<file path="src/common/aus_pkg.sv">
// Constants and carrier types of the audio upsampler serial ports
// What this block does
// - Internal power-on reset initialises the block
// - Operational only 400ms after reset release
// - One master clock; outputs on 48kHz multiples
// - Input port is always clock slave
// - PCM uses word clock, bit clock, line0
// - DSD: bit clock, line0 left, line1 right
// - Register format field ORed with select pin
// - Select pin high DSD, low PCM/DoP
// - Detect DoP and extract embedded DSD
// - Master mode generates output clocks internally
// - Bit clock 32x frame, frame 8x rate
// - Per channel positive and negative data lines
// - Mono-framed 32-bit two's complement MSB first
// - Output sample rate fixed at 384kHz
// - Input words processed as 32 bits
// - Data-valid pin high mutes outputs
// - Soft mute and input rate sensing
// - Role pin low master, high slave
// - Format pin low one-slot DSP frame sync pulse, high right-justified
// - Reset or unlocked holds data, bit clock and frame sync outputs low
`default_nettype none

package aus_pkg;

	// ==========================================================
	// Timing
	localparam int REF_CLK_HZ        = 25000000;
	localparam int MCLK_NOMINAL_HZ   = 24576000;
	localparam int FS_BASE_HZ        = 48000;
	localparam int FS_OUT_HZ         = 8 * FS_BASE_HZ;
	localparam int FRAME_SYNC_PER_FS      = 8;
	localparam int BITS_PER_FRAME    = 32;
	localparam int BIT_RATE_HZ       = FS_OUT_HZ * FRAME_SYNC_PER_FS * BITS_PER_FRAME;
	localparam int HALF_RAW          = REF_CLK_HZ / (2 * BIT_RATE_HZ);
	// Bit rate exceeds what this clock can make; fastest toggle is used
	localparam int BCLK_HALF_CYCLES  = (HALF_RAW < 1) ? 1 : HALF_RAW;
	localparam int READY_DELAY_MS    = 400;
	localparam int READY_CYCLES      = READY_DELAY_MS * (REF_CLK_HZ / 1000);
	localparam int RESET_MIN_NS      = 500;
	localparam int RESET_MIN_CYCLES  = (RESET_MIN_NS * (REF_CLK_HZ / 1000000) + 999) / 1000;
	localparam int PCM_MIN_FS_HZ     = 32000;
	localparam int PCM_MAX_FS_HZ     = 384000;
	localparam int LOCK_TIMEOUT      = 2 * (REF_CLK_HZ / PCM_MIN_FS_HZ);

	// ==========================================================
	// Register map
	localparam int ADDR_W            = 3;
	localparam int DATA_W            = 8;
	localparam logic [2:0] ADDR_CTRL   = 3'h0;
	localparam logic [2:0] ADDR_STATUS = 3'h1;
	localparam logic [2:0] ADDR_PER_LO = 3'h2;
	localparam logic [2:0] ADDR_PER_HI = 3'h3;
	localparam int CTRL_FMT_LSB      = 0;
	localparam int CTRL_MUTE_BIT     = 2;
	localparam int CTRL_PHASE_BIT    = 3;
	localparam logic [7:0] CTRL_RESET = 8'h00;
	localparam int STAT_LOCK_BIT     = 0;
	localparam int STAT_DOP_BIT      = 1;
	localparam int STAT_DSD_BIT      = 2;
	localparam int STAT_READY_BIT    = 3;

	// ==========================================================
	// Stream constants
	localparam logic [7:0] DOP_MARK_A = 8'h05;
	localparam logic [7:0] DOP_MARK_B = 8'hfa;
	localparam logic [4:0] RJ_FRAME_SYNC_SLOT = 5'h10;

	typedef enum {AUS_LK_WAIT, AUS_LK_HUNT, AUS_LK_LOCKED} aus_lock_e;

	typedef struct packed {
		logic [ADDR_W-1:0] addr;
		logic [DATA_W-1:0] wdata;
		logic              wr;
		logic              rd;
	} aus_bus_s;

	typedef struct packed {
		logic data_pos;
		logic data_neg;
		logic bclk_out;
		logic bclk_oe_n;
		logic frame_sync_out;
		logic frame_sync_oe_n;
	} aus_port_s;

endpackage

`default_nettype wire

</file>
<file path="src/rtl/aus_serial_ports.sv">
// Serial input port, lock control and two mono-framed output ports
//
// The plain strobed port and the placing of the registers were chosen for this implementation.
`default_nettype none

module aus_serial_ports #(
	parameter int READY_CYCLES = aus_pkg::READY_CYCLES
) (
	// Clock and reset
	input  wire logic                ref_clk,
	input  wire logic                rst,
	input  wire logic                reset_n_pin,
	// Input port, always slave
	input  wire logic                input_word_clock,
	input  wire logic                input_bit_clock,
	input  wire logic                input_data_line0,
	input  wire logic                input_data_line1,
	// Mode pins
	input  wire logic                dsd_select_pin,
	input  wire logic                output_format_pin,
	input  wire logic                output_clock_role_pin,
	input  wire logic                data_valid_pin,
	// Output port clocks in slave role
	input  wire logic                left_out_bit_clock,
	input  wire logic                left_out_frame_sync,
	input  wire logic                right_out_bit_clock,
	input  wire logic                right_out_frame_sync,
	// Register port
	input  wire aus_pkg::aus_bus_s   bus,
	output var  logic [7:0]          rdata,
	// Output ports
	output var  aus_pkg::aus_port_s  left_out,
	output var  aus_pkg::aus_port_s  right_out
);

	// ==========================================================
	// Pin sampling and internal reset
	logic       srst;
	logic [3:0] pin_q;
	logic [3:0] pin_q2;
	logic [3:0] mode_q;
	logic       rpin_q;

	always_ff @(posedge ref_clk or posedge rst) begin
		if (rst) begin
			pin_q  <= 4'h0;
			pin_q2 <= 4'h0;
			mode_q <= 4'h1;
			rpin_q <= 1'b0;
		end else begin
			pin_q  <= {input_data_line1, input_data_line0, input_bit_clock, input_word_clock};
			pin_q2 <= pin_q;
			mode_q <= {data_valid_pin, output_clock_role_pin, output_format_pin, dsd_select_pin};
			rpin_q <= reset_n_pin;
		end
	end

	// Power-on comes through rst; the pin adds a synchronous reset
	assign srst = ~rpin_q;

	wire ws_now    = pin_q[0];
	wire bck_rise  = pin_q[1] & ~pin_q2[1];
	wire ws_edge   = pin_q[0] ^ pin_q2[0];
	wire d0        = pin_q[2];
	wire d1        = pin_q[3];
	wire fmt_pin   = mode_q[0];
	wire fmt_out   = mode_q[1];
	wire slave     = mode_q[2];
	wire invalid   = mode_q[3];

	// ==========================================================
	// Registers
	logic [7:0]  ctrl_reg;
	logic [7:0]  rdata_reg;
	logic [15:0] period_reg;
	logic        dop_reg;
	aus_pkg::aus_lock_e lock_reg;
	logic        ready_reg;

	wire dsd_mode  = fmt_pin | ctrl_reg[aus_pkg::CTRL_FMT_LSB];
	wire soft_mute = ctrl_reg[aus_pkg::CTRL_MUTE_BIT];
	wire phase_inv = ctrl_reg[aus_pkg::CTRL_PHASE_BIT];
	wire locked    = (lock_reg == aus_pkg::AUS_LK_LOCKED);

	wire [7:0] status_w =
		(8'(locked) << aus_pkg::STAT_LOCK_BIT) | (8'(dop_reg) << aus_pkg::STAT_DOP_BIT) |
		(8'(dsd_mode) << aus_pkg::STAT_DSD_BIT) | (8'(ready_reg) << aus_pkg::STAT_READY_BIT);

	wire [7:0] rd_sel =
		(bus.addr == aus_pkg::ADDR_CTRL)   ? ctrl_reg :
		(bus.addr == aus_pkg::ADDR_STATUS) ? status_w :
		(bus.addr == aus_pkg::ADDR_PER_LO) ? period_reg[7:0] :
		(bus.addr == aus_pkg::ADDR_PER_HI) ? period_reg[15:8] : 8'h00;

	always_ff @(posedge ref_clk or posedge rst) begin
		if (rst) begin
			ctrl_reg  <= aus_pkg::CTRL_RESET;
			rdata_reg <= 8'h00;
		end else begin
			if (srst) begin
				ctrl_reg <= aus_pkg::CTRL_RESET;
			end else if (bus.wr && bus.addr == aus_pkg::ADDR_CTRL) begin
				ctrl_reg <= bus.wdata;
			end
			rdata_reg <= bus.rd ? rd_sel : 8'h00;
		end
	end
	assign rdata = rdata_reg;

	// ==========================================================
	// Input capture: I2S words land left-justified in 32 bits
	logic [31:0] acc_reg;
	logic [5:0]  cnt_reg;
	logic        ws_last_reg;
	logic [31:0] dsd_l_reg;
	logic [31:0] dsd_r_reg;
	logic [4:0]  dsd_cnt_reg;
	logic [31:0] hold_reg [2];
	logic        fresh_reg;
	logic        prev_mark_reg;

	wire [31:0] bit_mask = (cnt_reg < 6'd32) ? (32'h80000000 >> cnt_reg) : 32'h0;
	wire [31:0] acc_ins  = acc_reg | (bit_mask & {32{d0}});
	wire        pcm_done = ~dsd_mode & bck_rise & (ws_now != ws_last_reg);
	wire        dsd_done = dsd_mode & bck_rise & (dsd_cnt_reg == 5'h1f);
	wire        mark_now = (acc_ins[31:24] == aus_pkg::DOP_MARK_A) |
	                       (acc_ins[31:24] == aus_pkg::DOP_MARK_B);
	wire [31:0] dop_word = {acc_ins[23:8], 16'h0000};
	wire [31:0] pcm_word = (dop_reg & mark_now) ? dop_word : acc_ins;

	always_ff @(posedge ref_clk or posedge rst) begin
		if (rst) begin
			acc_reg       <= 32'h0;
			cnt_reg       <= 6'h0;
			ws_last_reg   <= 1'b0;
			dsd_l_reg     <= 32'h0;
			dsd_r_reg     <= 32'h0;
			dsd_cnt_reg   <= 5'h0;
			hold_reg[0]   <= 32'h0;
			hold_reg[1]   <= 32'h0;
			fresh_reg     <= 1'b0;
			dop_reg       <= 1'b0;
			prev_mark_reg <= 1'b0;
		end else if (srst) begin
			acc_reg     <= 32'h0;
			cnt_reg     <= 6'h0;
			dsd_cnt_reg <= 5'h0;
			fresh_reg   <= 1'b0;
			dop_reg     <= 1'b0;
		end else begin
			if (bck_rise & ~dsd_mode) begin
				ws_last_reg <= ws_now;
				// Word clock flips one bit ahead of the MSB, so this is the LSB
				if (pcm_done) begin
					acc_reg  <= 32'h0;
					cnt_reg  <= 6'h0;
					hold_reg[ws_last_reg] <= pcm_word;
					prev_mark_reg <= mark_now;
					dop_reg  <= mark_now & prev_mark_reg;
				end else begin
					acc_reg <= acc_ins;
					cnt_reg <= (cnt_reg < 6'd32) ? cnt_reg + 6'd1 : cnt_reg;
				end
			end
			if (bck_rise & dsd_mode) begin
				dsd_l_reg   <= {dsd_l_reg[30:0], d0};
				dsd_r_reg   <= {dsd_r_reg[30:0], d1};
				dsd_cnt_reg <= dsd_cnt_reg + 5'h1;
				dop_reg     <= 1'b0;
			end
			if (dsd_done) begin
				hold_reg[0] <= {dsd_l_reg[30:0], d0};
				hold_reg[1] <= {dsd_r_reg[30:0], d1};
			end
			if (pcm_done | dsd_done) begin
				fresh_reg <= 1'b1;
			end else if (lock_reg != aus_pkg::AUS_LK_LOCKED & invalid) begin
				fresh_reg <= 1'b0;
			end
		end
	end

	// ==========================================================
	// Rate sensing, activity watch, readiness and lock
	logic [15:0] meas_reg;
	logic [15:0] idle_reg;
	logic [23:0] ready_cnt_reg;

	wire activity = dsd_mode ? bck_rise : ws_edge;
	wire ws_rise  = ws_edge & ws_now & ~dsd_mode;
	wire stale    = (idle_reg >= 16'(aus_pkg::LOCK_TIMEOUT));
	wire ready_hit = (ready_cnt_reg >= 24'(READY_CYCLES - 1));

	always_ff @(posedge ref_clk or posedge rst) begin
		if (rst) begin
			meas_reg      <= 16'h0;
			period_reg    <= 16'h0;
			idle_reg      <= 16'h0;
			ready_cnt_reg <= 24'h0;
			ready_reg     <= 1'b0;
			lock_reg      <= aus_pkg::AUS_LK_WAIT;
		end else if (srst) begin
			ready_cnt_reg <= 24'h0;
			ready_reg     <= 1'b0;
			lock_reg      <= aus_pkg::AUS_LK_WAIT;
		end else begin
			meas_reg <= ws_rise ? 16'h0 : (meas_reg == 16'hffff ? meas_reg : meas_reg + 16'h1);
			if (ws_rise) begin
				period_reg <= meas_reg + 16'h1;
			end
			idle_reg <= activity ? 16'h0 : (stale ? idle_reg : idle_reg + 16'h1);
			unique case (lock_reg)
				aus_pkg::AUS_LK_WAIT: begin
					ready_cnt_reg <= ready_cnt_reg + 24'h1;
					if (ready_hit) begin
						ready_reg <= 1'b1;
						lock_reg  <= aus_pkg::AUS_LK_HUNT;
					end
				end
				aus_pkg::AUS_LK_HUNT: begin
					if (~invalid & ~stale & fresh_reg) begin
						lock_reg <= aus_pkg::AUS_LK_LOCKED;
					end
				end
				aus_pkg::AUS_LK_LOCKED: begin
					if (invalid | stale) begin
						lock_reg <= aus_pkg::AUS_LK_HUNT;
					end
				end
			endcase
		end
	end

	// ==========================================================
	// Master timing from the single reference clock
	logic [7:0] div_reg;
	logic       mbclk_reg;
	logic [4:0] mslot_reg;

	wire tick  = (div_reg == 8'(aus_pkg::BCLK_HALF_CYCLES - 1));
	wire mfall = tick & mbclk_reg;

	function automatic logic frame_sync_of(input logic [4:0] slot, input logic rj);
		frame_sync_of = rj ? (slot >= aus_pkg::RJ_FRAME_SYNC_SLOT) : (slot == 5'h0);
	endfunction

	always_ff @(posedge ref_clk or posedge rst) begin
		if (rst) begin
			div_reg   <= 8'h0;
			mbclk_reg <= 1'b0;
			mslot_reg <= 5'h1f;
		end else if (~locked) begin
			div_reg   <= 8'h0;
			mbclk_reg <= 1'b0;
			mslot_reg <= 5'h1f;
		end else begin
			div_reg <= tick ? 8'h0 : div_reg + 8'h1;
			if (tick) begin
				mbclk_reg <= ~mbclk_reg;
			end
			if (mfall) begin
				mslot_reg <= mslot_reg + 5'h1;
			end
		end
	end

	// ==========================================================
	// Output ports, one per channel
	aus_pkg::aus_port_s port_reg [2];
	wire [1:0] ext_bclk  = {right_out_bit_clock, left_out_bit_clock};
	wire [1:0] ext_frame_sync = {right_out_frame_sync, left_out_frame_sync};

	genvar ch;
	generate
		for (ch = 0; ch < 2; ch++) begin : g_port
			logic        sb_q;
			logic        sb_q2;
			logic        sf_q;
			logic        sf_last;
			logic [4:0]  sslot_reg;
			logic [31:0] sh_reg;
			aus_pkg::aus_port_s port_next;

			wire sfall      = ~sb_q & sb_q2;
			wire sframe     = sf_q & ~sf_last;
			wire [4:0] snext = sframe ? 5'h0 : sslot_reg + 5'h1;
			wire adv        = slave ? sfall : mfall;
			wire [4:0] slot = slave ? snext : mslot_reg + 5'h1;
			// Mute acts only at frame start so a word is never cut short
			wire [31:0] word = soft_mute ? 32'h0 :
			                   (phase_inv ? ~hold_reg[ch] : hold_reg[ch]);
			wire [31:0] sh_next = ~adv ? sh_reg :
			                      (slot == 5'h0) ? word : {sh_reg[30:0], 1'b0};

			always_comb begin
				port_next.data_pos   = locked & sh_next[31];
				port_next.data_neg   = locked & ~sh_next[31];
				port_next.bclk_out   = locked & ~slave & (tick ? ~mbclk_reg : mbclk_reg);
				port_next.frame_sync_out  = locked & ~slave &
				                       frame_sync_of(mfall ? slot : mslot_reg, fmt_out);
				port_next.bclk_oe_n  = slave;
				port_next.frame_sync_oe_n = slave;
			end

			always_ff @(posedge ref_clk or posedge rst) begin
				if (rst) begin
					sb_q        <= 1'b0;
					sb_q2       <= 1'b0;
					sf_q        <= 1'b0;
					sf_last     <= 1'b0;
					sslot_reg   <= 5'h0;
					sh_reg      <= 32'h0;
					port_reg[ch] <= '0;
				end else begin
					sb_q    <= ext_bclk[ch];
					sb_q2   <= sb_q;
					sf_q    <= ext_frame_sync[ch];
					if (sfall) begin
						sf_last   <= sf_q;
						sslot_reg <= snext;
					end
					sh_reg       <= locked ? sh_next : 32'h0;
					port_reg[ch] <= port_next;
				end
			end

		end
	endgenerate

	assign left_out  = port_reg[0];
	assign right_out = port_reg[1];
endmodule // aus_serial_ports

`default_nettype wire

</file>
<file path="config.mk">
export PLATFORM = sky130hd
export DESIGN_NAME = aus_serial_ports
export DESIGN_NICKNAME = d
export VERILOG_FILES = /design/src/common/aus_pkg.sv /design/src/rtl/aus_serial_ports.sv
export SDC_FILE = /design/constraint.sdc
export NUM_CORES = 1
export LEC_CHECK = 0
export BUFFER_PORTS_ARGS = -buffer_cell sky130_fd_sc_hd__buf_2
export CAP_MARGIN = 0
export CORE_MARGIN = 5
export CORE_UTILIZATION = 35
export DETAILED_ROUTE_END_ITERATION = 10
export MAX_ROUTING_LAYER = met4
export PLACE_DENSITY = 0.57
export SYNTH_ARGS = -nofsm -noshare
export SYNTH_HDL_FRONTEND = slang
export SYNTH_SLANG_ARGS = --single-unit
export TNS_END_PERCENT = 50
</file>
<file path="constraint.sdc">
create_clock -name ref_clk -period 14.2 [get_ports ref_clk]
set_input_delay 2.13 -clock ref_clk [delete_from_list [all_inputs] [get_ports ref_clk]]
set_output_delay 2.13 -clock ref_clk [all_outputs]
set_load 0.01 [all_outputs]
</file>
==> results.json <==
{
  "outcome": "complete, no violations",
  "die_area_um2": 55800,
  "worstReg2RegStart": "cnt_reg[4]$_DFFE_PP0P_",
  "netlist_instances": 1808,
  "place_inst": 2431,
  "min_path_type": "register to register",
  "peakVddDrop_uv": 75.7,
  "drtIter0Drc": 824,
  "synth.distinct_cells": 68,
  "syn_nets": 1855,
  "highest_layer": "met4",
  "gp_congestion": 0.864,
  "synthArstFlopShare": 1.00,
  "relSlewSlack": 0.154,
  "ctsLongestPathBuffers": 3,
  "fin_util": 0.394,
  "cp-end-kind": "register",
  "r2r_end": "hold_reg[8]$_DFFE_PP0P_",
  "synth.ff_latch_count": 377,
  "clock-sinks": 377,
  "overflow": 0,
  "via_per_inst": 5.20,
  "cts_tree": "built",
  "period_needed_ps": 3720,
  "wire_per_inst_um": 16.8,
  "finalNetCount": 1841,
  "fin_ws_ps": 10480,
  "final_common_cell": "dfrtp_1",
  "clk_pin_slew_worst_paths_ps": 60,
  "tns_ps": 0,
  "max_cap_violations": 0,
  "synth_area_um2": 17900,
  "cp-start-kind": "register",
  "synth.avg_cell_area_um2": 9.91,
  "io_pins": 48,
  "ys.flop_type": "dfrtp_1",
  "period_share": 0.262,
  "worst-r2r-setup-slack_ps": 10480,
  "grt_max_degree": 163,
  "power.density_nw_per_um2": 127,
  "finalClockSkew_ps": 12.7,
  "hpwlAfterDp_um": 27200,
  "leakagePower_nw": 9.04,
  "place_ws_ps": 10100,
  "cp-startpoint": "cnt_reg[4]$_DFFE_PP0P_",
  "remaining_drc_errors": 0,
  "worst-slew-pin-transition_ps": 1250,
  "antenna_found_initial": 0,
  "n_antenna_cell": 0,
  "post_cts_resized": 0,
  "wirelength_um": 42200,
  "critPathKind": "register to register",
  "start_util": 0.351,
  "cp_max_fo": 18,
  "die_h_um": 236,
  "ctsHoldBuffers": 0,
  "postCtsSetupBuffers": 0,
  "drive_gt1_frac": 0.139,
  "worstPathRequired_ps": 14640,
  "wirelength_met1_um": 19700,
  "yosys_warnings": 0,
  "core.rowCount": 83,
  "core_area_um2": 51000,
  "synth_edf_count": 0,
  "ys_seq_area_frac": 0.527,
  "portBuffers": 47,
  "numCtsBuffers": 41,
  "rsz0062_at_grt": "false",
  "maxSlewViolCount": 0,
  "min_from": "pin_q[1]$_DFF_PP0_",
  "mostFrequentLayoutCells": "dfrtp_1, nand2_1, nor2_1, a21oi_1, o21ai_0",
  "hold_violations": 0,
  "fillCellCount": 4926,
  "cts_root_buf": "clkbuf_16",
  "grt_pass1_wl_um": 69800,
  "die_w_um": 236,
  "syn_to_final_growth_pct": 12.2,
  "reg2reg_depth": 7,
  "hold-path-endpoint": "pin_q2[1]$_DFF_PP0_",
  "htreeDepth": 2,
  "max_freq_mhz": 269,
  "first_global_vias": 12800,
  "antenna_left": 0,
  "finalSetupViolations": 0,
  "met3_length_um": 1570,
  "instances_no_fill": 2506,
  "dr.pass1.iters": 5,
  "whs_path_depth": 0,
  "num_vias": 13000,
  "clock_latency_ps": 540,
  "met2_wirelength_um": 20000,
  "grt_usage": 0.153,
  "cp.arrival_ps": 4170,
  "whs_ps": 393
}
-- per-layer routing --
layer	vias up	global-route usage
met5	-	-
met4	0	0.0367
met3	54	0.0234
met2	214	0.243
met1	6473	0.209
li1	6302	-
-- through the flow --
stage | cell area [µm²] | power (mW)
after floorplan | 17900 | 1.38
after global placement | 18700 | 1.43
after detailed placement | 18700 | 1.44
after CTS | 20100 | 2.58
after global routing | 20100 | 2.66
final | 20100 | 2.55
-- cell type report --
class,count,area [µm²],share of cell area
repair buffers,64,375,0.0187
clock inverters,17,248,0.0123
well taps,680,851,0.0423
clock buffers,58,1170,0.0583
multi-input cells,1288,7920,0.394
inverters,22,90.1,0.00448
flip-flops and latches,377,9450,0.470
-- worst max-delay path, stage by stage (launching register included) --
cell	delay [ps]
dfrtp_1	520
nor4b_2	540
a21oi_1	210
or4b_4	250
nor4_4	40
o21ai_2	810
nand3_1	830
o22ai_1	410
-- Yosys cell counts (8+ instances only) --
cell type  number  share of area
a31oi_1        16         0.0056
nor2b_1        17         0.0059
buf_1           8         0.0017
nand3_1        95          0.027
mux2i_1        10         0.0056
dfrtp_1       371           0.52
and2_1          8         0.0028
nor2_1        142          0.030
o31ai_1        12         0.0050
o21ai_1        13         0.0036
o22ai_1        22         0.0077
nand4_1        10         0.0035
mux2_2         75          0.047
or3_1          13         0.0045
mux2_4         10         0.0084
xnor2_1        23          0.011
and3_1         57          0.020
xor2_1         92          0.045
o21ai_0       117          0.033
inv_1          21         0.0044
o22ai_2        10         0.0070
nand2_1       229          0.048
ha_1           19          0.013
clkbuf_1      101          0.021
a21oi_1       138          0.039
o211ai_1       64          0.027
nand2b_1       15         0.0052
nor3_1         17         0.0047
-- logic make-up (layout without fill, tap and decap cells) --
logic type / count (synthesis) / count (layout) / synth area share
and+or+nand+nor: 633 / 633 / 0.166
AOI/OAI and AO/OA: 425 / 425 / 0.143
DFF: 377 / 377 / 0.527
buffers and inverters: 143 / 161 / 0.0323
xor gates and xnor gates: 115 / 115 / 0.0562
muxes: 96 / 96 / 0.0624
adders and majority gates: 19 / 19 / 0.0133
-- how the worst max path moves through the flow --
| stage | endpoint | slack [ps] | depth (start not counted) |
|---|---|---|---|
| 2_1_floorplan | acc_reg[0]$_DFFE_PP0P_ | 1610 | 1 |
| 3_3_place_gp | g_port[1].sh_reg[21]$_DFFE_PP0P_ | 10130 | 3 |
| 3_5_place_dp | g_port[1].sh_reg[21]$_DFFE_PP0P_ | 10100 | 3 |
| 4_1_cts | hold_reg[8]$_DFFE_PP0P_ | 10480 | 7 |
| 5_1_grt | g_port[1].sh_reg[24]$_DFFE_PP0P_ | 10140 | 11 |
| 6_report | hold_reg[8]$_DFFE_PP0P_ | 10480 | 7 |
-- power breakdown --
part | switching [mW] | internal [mW]
registers | 0.0664 | 1.14
logic | 0.122 | 0.0878
clock network | 0.441 | 0.687
No activity file was read; power rests on OpenSTA's default activity.
